==> src/verilog/pwm_bank_consts.vh <==
// Constants for the multi-resolution pwm bank: register indices, fields, resets, timing
`ifndef PWM_BANK_CONSTS_VH
`define PWM_BANK_CONSTS_VH

// Register bus widths
`define ADDR_W 8
`define DATA_W 8

// Channel data latch indices: channel n sits at index n
`define LATCH_CH0 8'h00
`define LATCH_CH1 8'h01
`define LATCH_CH2 8'h02
`define LATCH_CH3 8'h03
`define LATCH_CH4 8'h04
`define LATCH_CH5 8'h05
`define LATCH_CH6 8'h06
`define LATCH_CH7 8'h07
`define LATCH_CH10 8'h0a
`define LATCH_CH11 8'h0b
`define LATCH_CH12 8'h0c
`define LATCH_CH13 8'h0d

// Control and status registers
`define LOW_CHANNEL_ENABLE_ADDR 8'h10
`define WIDE_CHANNEL_ENABLE_ADDR 8'h11
`define SECOND_CONTROL_ADDR 8'h12
`define SIX_COUNT_ADDR 8'h13
`define SEVEN_COUNT_ADDR 8'h14
`define EIGHT_COUNT_ADDR 8'h15
`define LOW_PIN_STATE_ADDR 8'h16
`define WIDE_PIN_STATE_ADDR 8'h17

// Fields of the second control register
`define SEVEN_BIT_POLARITY_BIT 0
`define SIX_BIT_POLARITY_BIT 1
`define EIGHT_BIT_POLARITY_BIT 2
`define SECOND_CONTROL_MASK 8'h07

// Reset values
`define LATCH_RESET 8'h00
`define LOW_CHANNEL_ENABLE_RESET 8'h00
`define WIDE_CHANNEL_ENABLE_RESET 4'h0
`define SECOND_CONTROL_RESET 3'h0
`define UNMAPPED_READ 8'h00

// Timing: slow channels step once every three crystal periods
`define SLOW_PRESCALE 3
`define PRESCALE_LAST 2'h2
`define SIX_BIT_PERIOD 192
`define SEVEN_BIT_PERIOD 384
`define EIGHT_BIT_PERIOD 256

`endif

==> src/verilog/multi_resolution_pwm_bank.v <==
// Bank of 7-, 6- and 8-bit pwm channels with register port and pin sharing
//
// Operation
// - Channels 0-3 have 7-bit, 4-7 have 6-bit and 10-13 have 8-bit resolution, each a pwm.
// - Channels 0-7 share pins with port lines 0-7, chosen per pin by the first enable register.
// - One polarity bit serves all 7-bit channels and another all 6-bit channels.
// - Slow channels step at a third of the clock, width three clocks per latch count.
// - The 6-bit period is 192 clocks and the 7-bit period is 384 clocks.
// - Channels 10-13 share pins with port lines 24-27, chosen by the second enable register.
// - One polarity bit in the second control register serves all 8-bit channels.
// - Wide channels step at the clock rate, width one clock per latch count.
// - The 8-bit period is 256 clocks.
// - A zero latch drives an 8-bit output high and a 6- or 7-bit output low.
`timescale 1ns/10ps
`include "pwm_bank_consts.vh"
module multi_resolution_pwm_bank #(
  parameter SEVEN_W = 7,
  parameter SIX_W = 6,
  parameter EIGHT_W = 8
) (
  input wire ref_clk,
  input wire nrst,
  input wire [`ADDR_W-1:0] reg_addr,
  input wire [`DATA_W-1:0] reg_wdata,
  input wire reg_wr,
  input wire reg_rd,
  output reg [`DATA_W-1:0] reg_rdata,
  input wire [7:0] port_line_zero,
  input wire [3:0] port_line_twenty_four,
  output wire [7:0] low_pins,
  output wire [3:0] wide_pins
);

  // Data latches
  reg [SEVEN_W-1:0] seven_latch_reg [0:3];
  reg [SIX_W-1:0] six_latch_reg [0:3];
  reg [EIGHT_W-1:0] eight_latch_reg [0:3];

  // Control registers
  reg [7:0] low_channel_enable_reg;
  reg [3:0] wide_channel_enable_reg;
  reg [2:0] second_control_reg;

  // Counters
  reg [1:0] prescale_reg;
  reg [1:0] prescale_next;
  reg [SIX_W-1:0] six_count_reg;
  reg [SIX_W-1:0] six_count_next;
  reg [SEVEN_W-1:0] seven_count_reg;
  reg [SEVEN_W-1:0] seven_count_next;
  reg [EIGHT_W-1:0] eight_count_reg;
  reg [EIGHT_W-1:0] eight_count_next;

  // Read path
  reg [`DATA_W-1:0] reg_rdata_next;

  wire slow_step;
  wire seven_period_start;
  wire six_period_start;
  wire eight_period_start;
  wire seven_bit_polarity;
  wire six_bit_polarity;
  wire eight_bit_polarity;
  wire [7:0] channel_pin_select;
  wire [3:0] wide_pin_select;
  wire [7:0] low_pwm;
  wire [3:0] wide_pwm;

  // Write decode
  wire wr_seven;
  wire wr_six;
  wire wr_eight;
  wire wr_low_enable;
  wire wr_wide_enable;
  wire wr_control;
  wire [1:0] seven_index;
  wire [1:0] six_index;
  wire [1:0] eight_index;

  assign wr_seven = reg_wr && (reg_addr <= `LATCH_CH3);
  assign wr_six = reg_wr && (reg_addr >= `LATCH_CH4) && (reg_addr <= `LATCH_CH7);
  assign wr_eight = reg_wr && (reg_addr >= `LATCH_CH10) && (reg_addr <= `LATCH_CH13);
  assign wr_low_enable = reg_wr && (reg_addr == `LOW_CHANNEL_ENABLE_ADDR);
  assign wr_wide_enable = reg_wr && (reg_addr == `WIDE_CHANNEL_ENABLE_ADDR);
  assign wr_control = reg_wr && (reg_addr == `SECOND_CONTROL_ADDR);

  // Latch index within each group of four
  assign seven_index = reg_addr[1:0];
  assign six_index = reg_addr[1:0];
  assign eight_index = reg_addr[1:0] - 2'h2;

  // Field extraction
  assign seven_bit_polarity = second_control_reg[`SEVEN_BIT_POLARITY_BIT];
  assign six_bit_polarity = second_control_reg[`SIX_BIT_POLARITY_BIT];
  assign eight_bit_polarity = second_control_reg[`EIGHT_BIT_POLARITY_BIT];
  assign channel_pin_select = low_channel_enable_reg;
  assign wide_pin_select = wide_channel_enable_reg;

  // Data latch writes; upper data bits beyond each width are dropped
  integer i;
  always @(posedge ref_clk or negedge nrst) begin
    if (!nrst) begin
      for (i = 0; i < 4; i = i + 1) begin
        seven_latch_reg[i] <= {SEVEN_W{1'b0}};
        six_latch_reg[i] <= {SIX_W{1'b0}};
        eight_latch_reg[i] <= {EIGHT_W{1'b0}};
      end
    end else begin
      if (wr_seven) begin
        seven_latch_reg[seven_index] <= reg_wdata[SEVEN_W-1:0];
      end
      if (wr_six) begin
        six_latch_reg[six_index] <= reg_wdata[SIX_W-1:0];
      end
      if (wr_eight) begin
        eight_latch_reg[eight_index] <= reg_wdata[EIGHT_W-1:0];
      end
    end
  end

  // Control register writes
  always @(posedge ref_clk or negedge nrst) begin
    if (!nrst) begin
      low_channel_enable_reg <= `LOW_CHANNEL_ENABLE_RESET;
      wide_channel_enable_reg <= `WIDE_CHANNEL_ENABLE_RESET;
      second_control_reg <= `SECOND_CONTROL_RESET;
    end else begin
      if (wr_low_enable) begin
        low_channel_enable_reg <= reg_wdata;
      end
      if (wr_wide_enable) begin
        wide_channel_enable_reg <= reg_wdata[3:0];
      end
      if (wr_control) begin
        second_control_reg <= reg_wdata[2:0];
      end
    end
  end

  // Prescaler: one step every three clocks for the slow channels
  always @* begin
    if (prescale_reg == `PRESCALE_LAST) begin
      prescale_next = 2'h0;
    end else begin
      prescale_next = prescale_reg + 2'h1;
    end
  end

  assign slow_step = (prescale_reg == `PRESCALE_LAST);

  // Slow counters wrap at 64 and 128 steps: 192 and 384 clocks
  always @* begin
    six_count_next = six_count_reg;
    seven_count_next = seven_count_reg;
    if (slow_step) begin
      six_count_next = six_count_reg + {{(SIX_W-1){1'b0}}, 1'b1};
      seven_count_next = seven_count_reg + {{(SEVEN_W-1){1'b0}}, 1'b1};
    end
  end

  // Wide counter steps every clock and wraps at 256
  always @* begin
    eight_count_next = eight_count_reg + {{(EIGHT_W-1){1'b0}}, 1'b1};
  end

  // Counter registers run free from reset
  always @(posedge ref_clk or negedge nrst) begin
    if (!nrst) begin
      prescale_reg <= 2'h0;
      six_count_reg <= {SIX_W{1'b0}};
      seven_count_reg <= {SEVEN_W{1'b0}};
      eight_count_reg <= {EIGHT_W{1'b0}};
    end else begin
      prescale_reg <= prescale_next;
      six_count_reg <= six_count_next;
      seven_count_reg <= seven_count_next;
      eight_count_reg <= eight_count_next;
    end
  end

  // First cycle of each period, where new latch values are taken
  assign six_period_start = (six_count_reg == {SIX_W{1'b0}}) && (prescale_reg == 2'h0);
  assign seven_period_start = (seven_count_reg == {SEVEN_W{1'b0}}) && (prescale_reg == 2'h0);
  assign eight_period_start = (eight_count_reg == {EIGHT_W{1'b0}});

  // Channels 0-3: 7-bit resolution
  genvar g;
  generate
    for (g = 0; g < 4; g = g + 1) begin : seven_ch
      pwm_channel #(
        .WIDTH(SEVEN_W),
        .ZERO_HIGH(0)
      ) u_chan (
        .ref_clk(ref_clk),
        .nrst(nrst),
        .period_start(seven_period_start),
        .count(seven_count_reg),
        .latch_value(seven_latch_reg[g]),
        .polarity(seven_bit_polarity),
        .pin_select(channel_pin_select[g]),
        .port_value(port_line_zero[g]),
        .pwm_reg(low_pwm[g]),
        .pin_reg(low_pins[g])
      );
    end
  endgenerate

  // Channels 4-7: 6-bit resolution
  generate
    for (g = 0; g < 4; g = g + 1) begin : six_ch
      pwm_channel #(
        .WIDTH(SIX_W),
        .ZERO_HIGH(0)
      ) u_chan (
        .ref_clk(ref_clk),
        .nrst(nrst),
        .period_start(six_period_start),
        .count(six_count_reg),
        .latch_value(six_latch_reg[g]),
        .polarity(six_bit_polarity),
        .pin_select(channel_pin_select[g+4]),
        .port_value(port_line_zero[g+4]),
        .pwm_reg(low_pwm[g+4]),
        .pin_reg(low_pins[g+4])
      );
    end
  endgenerate

  // Channels 10-13: 8-bit resolution, idle high with zero value
  generate
    for (g = 0; g < 4; g = g + 1) begin : eight_ch
      pwm_channel #(
        .WIDTH(EIGHT_W),
        .ZERO_HIGH(1)
      ) u_chan (
        .ref_clk(ref_clk),
        .nrst(nrst),
        .period_start(eight_period_start),
        .count(eight_count_reg),
        .latch_value(eight_latch_reg[g]),
        .polarity(eight_bit_polarity),
        .pin_select(wide_pin_select[g]),
        .port_value(port_line_twenty_four[g]),
        .pwm_reg(wide_pwm[g]),
        .pin_reg(wide_pins[g])
      );
    end
  endgenerate

  // Read mux; unmapped addresses read zero
  always @* begin
    reg_rdata_next = `UNMAPPED_READ;
    case (reg_addr)
      // 7-bit latches, top bit reads zero
      `LATCH_CH0: begin
        reg_rdata_next = {1'b0, seven_latch_reg[0]};
      end
      `LATCH_CH1: begin
        reg_rdata_next = {1'b0, seven_latch_reg[1]};
      end
      `LATCH_CH2: begin
        reg_rdata_next = {1'b0, seven_latch_reg[2]};
      end
      `LATCH_CH3: begin
        reg_rdata_next = {1'b0, seven_latch_reg[3]};
      end

      // 6-bit latches, top two bits read zero
      `LATCH_CH4: begin
        reg_rdata_next = {2'h0, six_latch_reg[0]};
      end
      `LATCH_CH5: begin
        reg_rdata_next = {2'h0, six_latch_reg[1]};
      end
      `LATCH_CH6: begin
        reg_rdata_next = {2'h0, six_latch_reg[2]};
      end
      `LATCH_CH7: begin
        reg_rdata_next = {2'h0, six_latch_reg[3]};
      end

      // 8-bit latches
      `LATCH_CH10: begin
        reg_rdata_next = eight_latch_reg[0];
      end
      `LATCH_CH11: begin
        reg_rdata_next = eight_latch_reg[1];
      end
      `LATCH_CH12: begin
        reg_rdata_next = eight_latch_reg[2];
      end
      `LATCH_CH13: begin
        reg_rdata_next = eight_latch_reg[3];
      end

      // Enables and control
      `LOW_CHANNEL_ENABLE_ADDR: begin
        reg_rdata_next = low_channel_enable_reg;
      end
      `WIDE_CHANNEL_ENABLE_ADDR: begin
        reg_rdata_next = {4'h0, wide_channel_enable_reg};
      end
      `SECOND_CONTROL_ADDR: begin
        reg_rdata_next = {5'h00, second_control_reg};
      end

      // Free-running counters, read only
      `SIX_COUNT_ADDR: begin
        reg_rdata_next = {2'h0, six_count_reg};
      end
      `SEVEN_COUNT_ADDR: begin
        reg_rdata_next = {1'b0, seven_count_reg};
      end
      `EIGHT_COUNT_ADDR: begin
        reg_rdata_next = eight_count_reg;
      end

      // Raw modulator states, read only
      `LOW_PIN_STATE_ADDR: begin
        reg_rdata_next = low_pwm;
      end
      `WIDE_PIN_STATE_ADDR: begin
        reg_rdata_next = {4'h0, wide_pwm};
      end
      default: begin
        reg_rdata_next = `UNMAPPED_READ;
      end
    endcase
  end

  // Read data stand only in the cycle after the read strobe
  always @(posedge ref_clk or negedge nrst) begin
    if (!nrst) begin
      reg_rdata <= `UNMAPPED_READ;
    end else if (reg_rd) begin
      reg_rdata <= reg_rdata_next;
    end else begin
      reg_rdata <= `UNMAPPED_READ;
    end
  end

endmodule

==> src/verilog/pwm_channel.v <==
// One pwm channel: period-aligned value load, compare, polarity and pin select
`timescale 1ns/10ps
module pwm_channel #(
  parameter WIDTH = 7,
  parameter ZERO_HIGH = 0
) (
  input wire ref_clk,
  input wire nrst,
  input wire period_start,
  input wire [WIDTH-1:0] count,
  input wire [WIDTH-1:0] latch_value,
  input wire polarity,
  input wire pin_select,
  input wire port_value,
  output reg pwm_reg,
  output reg pin_reg
);

  reg [WIDTH-1:0] active_value_reg;
  wire [WIDTH-1:0] value_now;
  wire active;
  wire shaped;
  wire pwm_next;
  wire pin_next;

  // New latch contents take effect at the start of a period only
  assign value_now = period_start ? latch_value : active_value_reg;

  // Active while the free-running count is below the value
  assign active = (count < value_now);

  // Wide channels idle high with a zero value, slow ones idle low
  assign shaped = (ZERO_HIGH != 0) ? ~active : active;

  assign pwm_next = shaped ^ polarity;

  // Pin carries the modulated output or the port line
  assign pin_next = pin_select ? pwm_next : port_value;

  always @(posedge ref_clk or negedge nrst) begin
    if (!nrst) begin
      active_value_reg <= {WIDTH{1'b0}};
      pwm_reg <= 1'b0;
      pin_reg <= 1'b0;
    end else begin
      active_value_reg <= value_now;
      pwm_reg <= pwm_next;
      pin_reg <= pin_next;
    end
  end

endmodule
==> config.mk <==
export PLATFORM = sky130hd
export DESIGN_NAME = multi_resolution_pwm_bank
export DESIGN_NICKNAME = d
export VERILOG_FILES = /design/src/verilog/multi_resolution_pwm_bank.v /design/src/verilog/pwm_channel.v
export VERILOG_INCLUDE_DIRS = /design/src /design/src/verilog
export SDC_FILE = /design/constraint.sdc
export NUM_CORES = 1
export LEC_CHECK = 0
export BUFFER_PORTS_ARGS = -buffer_cell sky130_fd_sc_hd__clkbuf_2
export CAP_MARGIN = 20
export CORE_ASPECT_RATIO = 1.1
export CORE_MARGIN = 5
export CORE_UTILIZATION = 60
export DETAILED_ROUTE_END_ITERATION = 8
export PLACE_DENSITY = 0.78
export SYNTH_ARGS = -nofsm -noshare
export SYNTH_HDL_FRONTEND = slang
export SYNTH_SLANG_ARGS = --single-unit
export TNS_END_PERCENT = 30
==> constraint.sdc <==
create_clock -name ref_clk -period 5.75 [get_ports ref_clk]
set_input_delay 1.15 -clock ref_clk [delete_from_list [all_inputs] [get_ports ref_clk]]
set_output_delay 1.15 -clock ref_clk [all_outputs]
set_load 0.01 [all_outputs]
-- Word level (Yosys, flattened, before mapping)
Index checks and enable logic that the tools add are counted.
W data, S select, Z words.
- bits in registers: 238
- bits of input ports: 32
- output and inout port bits: 20
- logic and storage cells: 173
- add/subtract/negate cells: 5
- order comparisons: 21
- equal/unequal tests: 20
- mux-type cells: 36
- bitwise gates (word level): 18
- reductions and logical operators: 17
- operator list (kind ; count):
    $pmux W8 S20 ; 1
    $eq A8 B5 Y1 const B ; 8
    $mux W8 ; 6
    $mux W7 ; 5
    $bwmux W32 ; 1
    $eq A8 B3 Y1 const B ; 4
    $eq A8 B4 Y1 const B ; 4
    $lt A8 B8 Y1 ; 4
    $mux W6 ; 5
    $bwmux W28 ; 1
    $lt A7 B7 Y1 ; 4
    $bwmux W24 ; 1
    $lt A6 B6 Y1 ; 4
    $demux W8 S2 ; 1
    $eq A8 B2 Y1 const B ; 2
    $logic_not A8 Y1 ; 2
    $demux W7 S2 ; 1
    $demux W6 S2 ; 1
    $logic_and A1 B1 Y1 ; 12
    $mux W1 ; 12
    $xor A1 B1 Y1 ; 12
    $add A8 B1 Y8 const B ; 1
    $eq A8 B1 Y1 const B ; 1
    $ge A8 B3 Y1 const B ; 1
    17 further kinds ; 23

-- Longest topological paths before layout
- depth after elaboration: 7
- gate-level depth with buffers: 13
- depth with buffers taken out: 12

-- Cells and area by module
From an unflattened synthesis, not the netlist that was laid out.
- cells, all modules: 1080
- area total of the unflattened synthesis: 12469.5 um^2
- modules (own cells, without submodules) (module ; instances ; cells each ; area an instance (um^2) ; seq. area each (um^2)):
    multi_resolution_pwm_bank ; 1 ; 540 ; 6443.7 ; 3253.1
    pwm_channel at eight_ch[0].u_chan ... ; 4 ; 50 ; 560.5 ; 250.2
    pwm_channel at seven_ch[0].u_chan ... ; 4 ; 47 ; 514.2 ; 225.2
    pwm_channel at six_ch[0].u_chan ... ; 4 ; 38 ; 431.7 ; 200.2

-- Least setup slack after synthesis
OpenSTA, ideal clock, no wires.
- kind: flip-flop to flip-flop
- from: register eight_count_reg[0]
- to: register eight_ch[3].u_chan.pin_reg
- library setup time: 0.131 ns
- arrival: 3.227 ns
- data required time: 5.619 ns
- path slack: 2.392 ns
- cell stages (with the launch flop): 13
- buffers on the path: 1
- clock period less this slack: 3.358 ns
- cells stage by stage: dfrtp_1 -> inv_1 -> ha_1 -> nor3b_1 -> nand2_1 -> buf_2 -> mux2i_1 -> ha_1 -> a21o_1 -> a21o_1 -> a221oi_1 -> o22ai_1 -> or3_1
- word-level cells in the longest chain between the ends: 6
- ends and longest elaborated chain (element ; RTL line ; source):
    start, declared ; multi_resolution_pwm_bank.v:51 ; reg [EIGHT_W-1:0] eight_count_reg;
    start signal, assigned ; multi_resolution_pwm_bank.v:172 ; eight_count_reg <= {EIGHT_W{1'b0}};
    start signal, assigned ; multi_resolution_pwm_bank.v:177 ; eight_count_reg <= eight_count_next;
    $logic_not A8 Y1 ; multi_resolution_pwm_bank.v:184 ; assign eight_period_start = (eight_count_reg == {EIGHT_W{1'b0}});
    $mux W8 ; pwm_channel.v:27 ; assign value_now = period_start ? latch_value : active_value_reg;
    $lt A8 B8 Y1 (*) ; pwm_channel.v:30 ; assign active = (count < value_now);
    $not A1 Y1 (*) ; pwm_channel.v:33 ; assign shaped = (ZERO_HIGH != 0) ? ~active : active;
    $xor A1 B1 Y1 (*) ; pwm_channel.v:35 ; assign pwm_next = shaped ^ polarity;
    $mux W1 (*) ; pwm_channel.v:38 ; assign pin_next = pin_select ? pwm_next : port_value;
    via eight_ch[3].u_chan.pin_next ; pwm_channel.v:24 ; wire pin_next;
    end signal, assigned ; pwm_channel.v:48 ; pin_reg <= pin_next;
    end, declared ; pwm_channel.v:16 ; output reg pin_reg
Mark *: on every way through the listed nets, which the timed path passes. The rest lies on a longest branch.
A chain may end at the register's enable or synchronous reset.

-- Worst setup path after layout
- from: register seven_count_reg[1]
- to: register seven_ch[2].u_chan.pwm_reg
- word-level cells in the longest chain between the ends: 5
- ends and longest elaborated chain (element ; RTL line ; source):
    start, declared ; multi_resolution_pwm_bank.v:49 ; reg [SEVEN_W-1:0] seven_count_reg;
    start signal, assigned ; multi_resolution_pwm_bank.v:171 ; seven_count_reg <= {SEVEN_W{1'b0}};
    start signal, assigned ; multi_resolution_pwm_bank.v:176 ; seven_count_reg <= seven_count_next;
    $logic_not A7 Y1 ; multi_resolution_pwm_bank.v:183 ; assign seven_period_start = (seven_count_reg == {SEVEN_W{1'b0}}) && (prescale_reg == 2'h0);
    $logic_and A1 B1 Y1 ; multi_resolution_pwm_bank.v:183 ;
    $mux W7 ; pwm_channel.v:27 ;
    $lt A7 B7 Y1 (*) ; pwm_channel.v:30 ;
    $xor A1 B1 Y1 (*) ; pwm_channel.v:35 ;
    via seven_ch[2].u_chan.pwm_next ; pwm_channel.v:23 ; wire pwm_next;
    end signal, assigned ; pwm_channel.v:47 ; pwm_reg <= pwm_next;
    end, declared ; pwm_channel.v:15 ; output reg pwm_reg,
Marked as above.

==> results by group <==
Status
  – Outcome: completed

Die
  – Starting utilization of the core area: 61.2%
  – Die height: 162 um
  – Number of top-level pins: 52
  – X dimension of the die: 148 um
  – Number of rows created at floorplan: 55
  – Core Area: 20600 um2
  – Area enclosed by the die boundary: 24100 um2

Min path
  – Type of the tightest min-delay check: reg -> reg
  – Startpoint of the tightest hold check path: seven_ch[0].u_chan.active_value_reg[2]$_DFF_PN0_
  – Worst hold stages: 2
  – End of the worst hold path: seven_ch[0].u_chan.active_value_reg[2]$_DFF_PN0_

CTS
  – Total clock buffers created by CTS: 26
  – CTS Root Buffer Type: clkbuf_16
  – Gates resized, CTS repair: 0
  – TritonCTS clock tree: done
  – Worst-Skew Late Latency: 0.53 ns
  – Clock transition time at the flip-flop clock pins of the worst setup and hold paths: 0.06 ns
  – Number of buffers added for setup after CTS: 0
  – Number of H-tree levels: 1
  – Number of clock sinks: 238
  – Number of hold buffers added after CTS: 0
  – CTS max path bufs: 3

Timing
  – Final critical-path required period: 4.26 ns
  – RSZ-0062 raised after global routing: no
  – Final Skew: 0.00958 ns
  – Slew margin rel.: 29.4%
  – Sum of negative setup slack: 0 ns
  – Max-slew violation count: 0
  – Hold violation count in the final report: 0
  – Portion of the clock cycle consumed by the worst path in the final layout: 74.1%
  – Max Fclk: 235 MHz
  – Setup Viol. Count Final: 0
  – Transition time at the pin with the least slew margin: 1.06 ns

Setup path
  – Critical R2R Capture: seven_ch[2].u_chan.pwm_reg$_DFF_PN0_
  – Largest fanout of any net on the critical path: 25
  – Crit path capture type: flop
  – Register-to-register path setup slack: 1.49 ns
  – R2r startpoint: seven_count_reg[1]$_DFFE_PN0N_
  – Number of cells traversed by the worst register-to-register path: 11
  – Crit path kind: reg -> reg
  – Type of origin of the critical path: flop
  – Critical path data arrival time: 4.66 ns
  – Required time of the critical path: 6.15 ns

Yosys
  – Area share of the leading cell type in the synthesized netlist: 47.2%
  – Largest area contributor in the synthesized netlist: dfrtp_1
  – Flip-flop and latch count after synthesis: 238
  – Synthesized area per cell: 11.2 um2
  – Part of the Yosys area used for sequential elements: 47.2%
  – Cell count after synthesis: 1128
  – Ys async rst share: 100%
  – Synthesis Warnings: 0
  – Synth cell types: 69
  – Ys flop type: dfrtp_1
  – Syn Std Cell Area: 12600 um2
  – Biggest area contributors in the synthesized netlist: dfrtp_1 (47%), mux2_2 (10%), ha_1 (7.7%)
  – Net Count, Synth: 1238
  – Number of enable-type register cells in the synthesized netlist: 0

Global routing
  – Gr usage total: 29.9%
  – Wire length of the first global-routing pass: 55700 um
  – Largest net degree at the start of global routing: 136
  – Total grt overflow: 0
  – Number of antenna violations at the first check in global routing: 1
  – Via count of the first global-routing pass: 9521

Placed design
  – Cells after DPL: 1386
  – Final HPWL DP: 25200 um
  – Placer's final routability congestion estimate: 0.989
  – Port-buffer cells: 51

Power and ir drop
  – Peak supply drop: 0.214 mV
  – Cell leakage power: 0.00745 uW
  – Power density over cell area: 265 nW/um2

Layout
  – Fraction of final layout cells sized beyond drive strength 1: 20.1%
  – Final Core Density: 67.3%
  – Synth-to-layout area growth: 10.0%
  – Diode insertion count for antenna repair: 0
  – Most frequent standard cell in the layout excluding fill and tap cells: dfrtp_1
  – Post-layout instance count excluding filler cells: 1434
  – Layout net count: 1269
  – Commonest cells after routing, fill and taps aside: dfrtp_1 (238), mux2_2 (112), inv_1 (101)

Detailed routing
  – Count of routing violations after the opening detailed-route iteration: 883
  – Drt pass-1 iters: 8
  – Via count: 9378
  – Number of remaining DRC errors: 0
  – Antenna viol nets, final: 0
  – Detailed-route wire length per cell: 24.7 um
  – Vias per inst: 6.54
  – Wire length reported by the detailed router: 35500 um

Run
  – Max Cap Viol: 0
-- synth_stat cells, types with 3 or more instances --
| cell | number |
|---|---|
| nand3_2 | 4 |
| a22oi_1 | 8 |
| xor2_1 | 9 |
| a21oi_1 | 24 |
| buf_1 | 6 |
| a21o_1 | 30 |
| nor2_2 | 4 |
| o21ai_0 | 45 |
| o2111ai_1 | 9 |
| o22ai_1 | 6 |
| nand2b_1 | 7 |
| mux2i_1 | 75 |
| mux2_2 | 112 |
| and4_1 | 6 |
| xnor2_1 | 21 |
| nor3b_1 | 4 |
| a22o_1 | 7 |
| nand3_1 | 42 |
| a31oi_1 | 12 |
| nor2_1 | 22 |
| a41oi_1 | 3 |
| dfrtp_1 | 238 |
| buf_4 | 12 |
| nor3_1 | 13 |
| a32oi_1 | 7 |
| o2111a_1 | 4 |
| a2bb2oi_1 | 8 |
| or3_1 | 13 |
| buf_6 | 3 |
| nand2_1 | 60 |
| nand4_1 | 19 |
| clkbuf_1 | 29 |
| nor2b_1 | 7 |
| a211oi_1 | 12 |
| and2_1 | 3 |
| inv_1 | 101 |
| o211ai_1 | 3 |
| ha_1 | 78 |
| a221o_1 | 7 |
| and3_1 | 6 |
| a221oi_1 | 5 |
| buf_2 | 8 |
-- worst max-delay path: stages, from the launching register on --
cell,delay [ns]
dfrtp_1,0.53
inv_1,0.17
ha_1,0.17
nor4b_1,0.77
nand2_2,0.70
mux2i_1,0.40
ha_1,0.29
a21o_1,0.16
a21o_1,0.17
a211oi_1,0.40
o21ai_0,0.19
xnor2_1,0.16
-- layout make-up --
| class | count | area [um2] |
|---|---|---|
| clock inverter | 9 | 101 |
| sequential | 238 | 5960 |
| clock buffer | 38 | 767 |
| timing repair buffer | 61 | 373 |
| fill | 1533 | 6750 |
| multi-input combinational | 731 | 6000 |
| tap | 256 | 320 |
| inverter | 101 | 379 |
-- per-layer routing --
layer / vias to the layer above / GRT usage (%) / share of wire, %
met1: 4673 / 40.2 / 41
li1: 4151 / - / -
met4: 2 / 13.1 / 5.1
met3: 136 / 5.69 / 7.7
met5: - / 0 / 0.028
met2: 416 / 47.8 / 46
-- kinds of logic after synthesis --
kind of cell / synth area share, %
AOI/OAI and AO/OA: 11.3
xor gates and xnor gates: 2.08
adders and majority gates: 7.73
buffers and inverters: 5.34
DFF: 47.2
muxes: 16.1
and+or+nand+nor: 10.3
-- power breakdown --
part	internal [uW]	leakage (uW)	switching (uW)	total, uW
logic	80.3	0.00383	139	219
registers	1720	0.00318	58.8	1780
clock network	1010	0.000428	674	1690
-- through the flow --
stage / setup WS, ns / total power [uW] / hold WS [ns] / cell area [um2]
detailed placement: 1.61 / 2030 / 0.469 / 13000
CTS: 1.57 / 3700 / 0.481 / 13900
global placement: 1.64 / 2020 / 0.454 / 13000
global route: 1.05 / 3810 / 0.515 / 13900
floorplan: 2.39 / 1910 / 0.441 / 12600
finish: 1.49 / 3690 / 0.484 / 13900
-- worst max-delay path by stage --
| stage | end | cells past startpoint | start | slack [ns] |
|---|---|---|---|---|
| global route | seven_ch[3].u_chan.pwm_reg$_DFF_PN0_ | 11 | seven_count_reg[1]$_DFFE_PN0N_ | 1.05 |
| detailed placement | six_ch[0].u_chan.pwm_reg$_DFF_PN0_ | 11 | six_count_reg[1]$_DFFE_PN0N_ | 1.61 |
| CTS | six_ch[0].u_chan.pwm_reg$_DFF_PN0_ | 11 | six_count_reg[0]$_DFFE_PN0N_ | 1.57 |
| floorplan | eight_ch[3].u_chan.pin_reg$_DFF_PN0_ | 12 | eight_count_reg[0]$_DFF_PN0_ | 2.39 |
| finish | seven_ch[2].u_chan.pwm_reg$_DFF_PN0_ | 11 | seven_count_reg[1]$_DFFE_PN0N_ | 1.49 |
| global placement | six_ch[0].u_chan.pwm_reg$_DFF_PN0_ | 11 | six_count_reg[0]$_DFFE_PN0N_ | 1.64 |
Power figures use the tool's default switching activity.
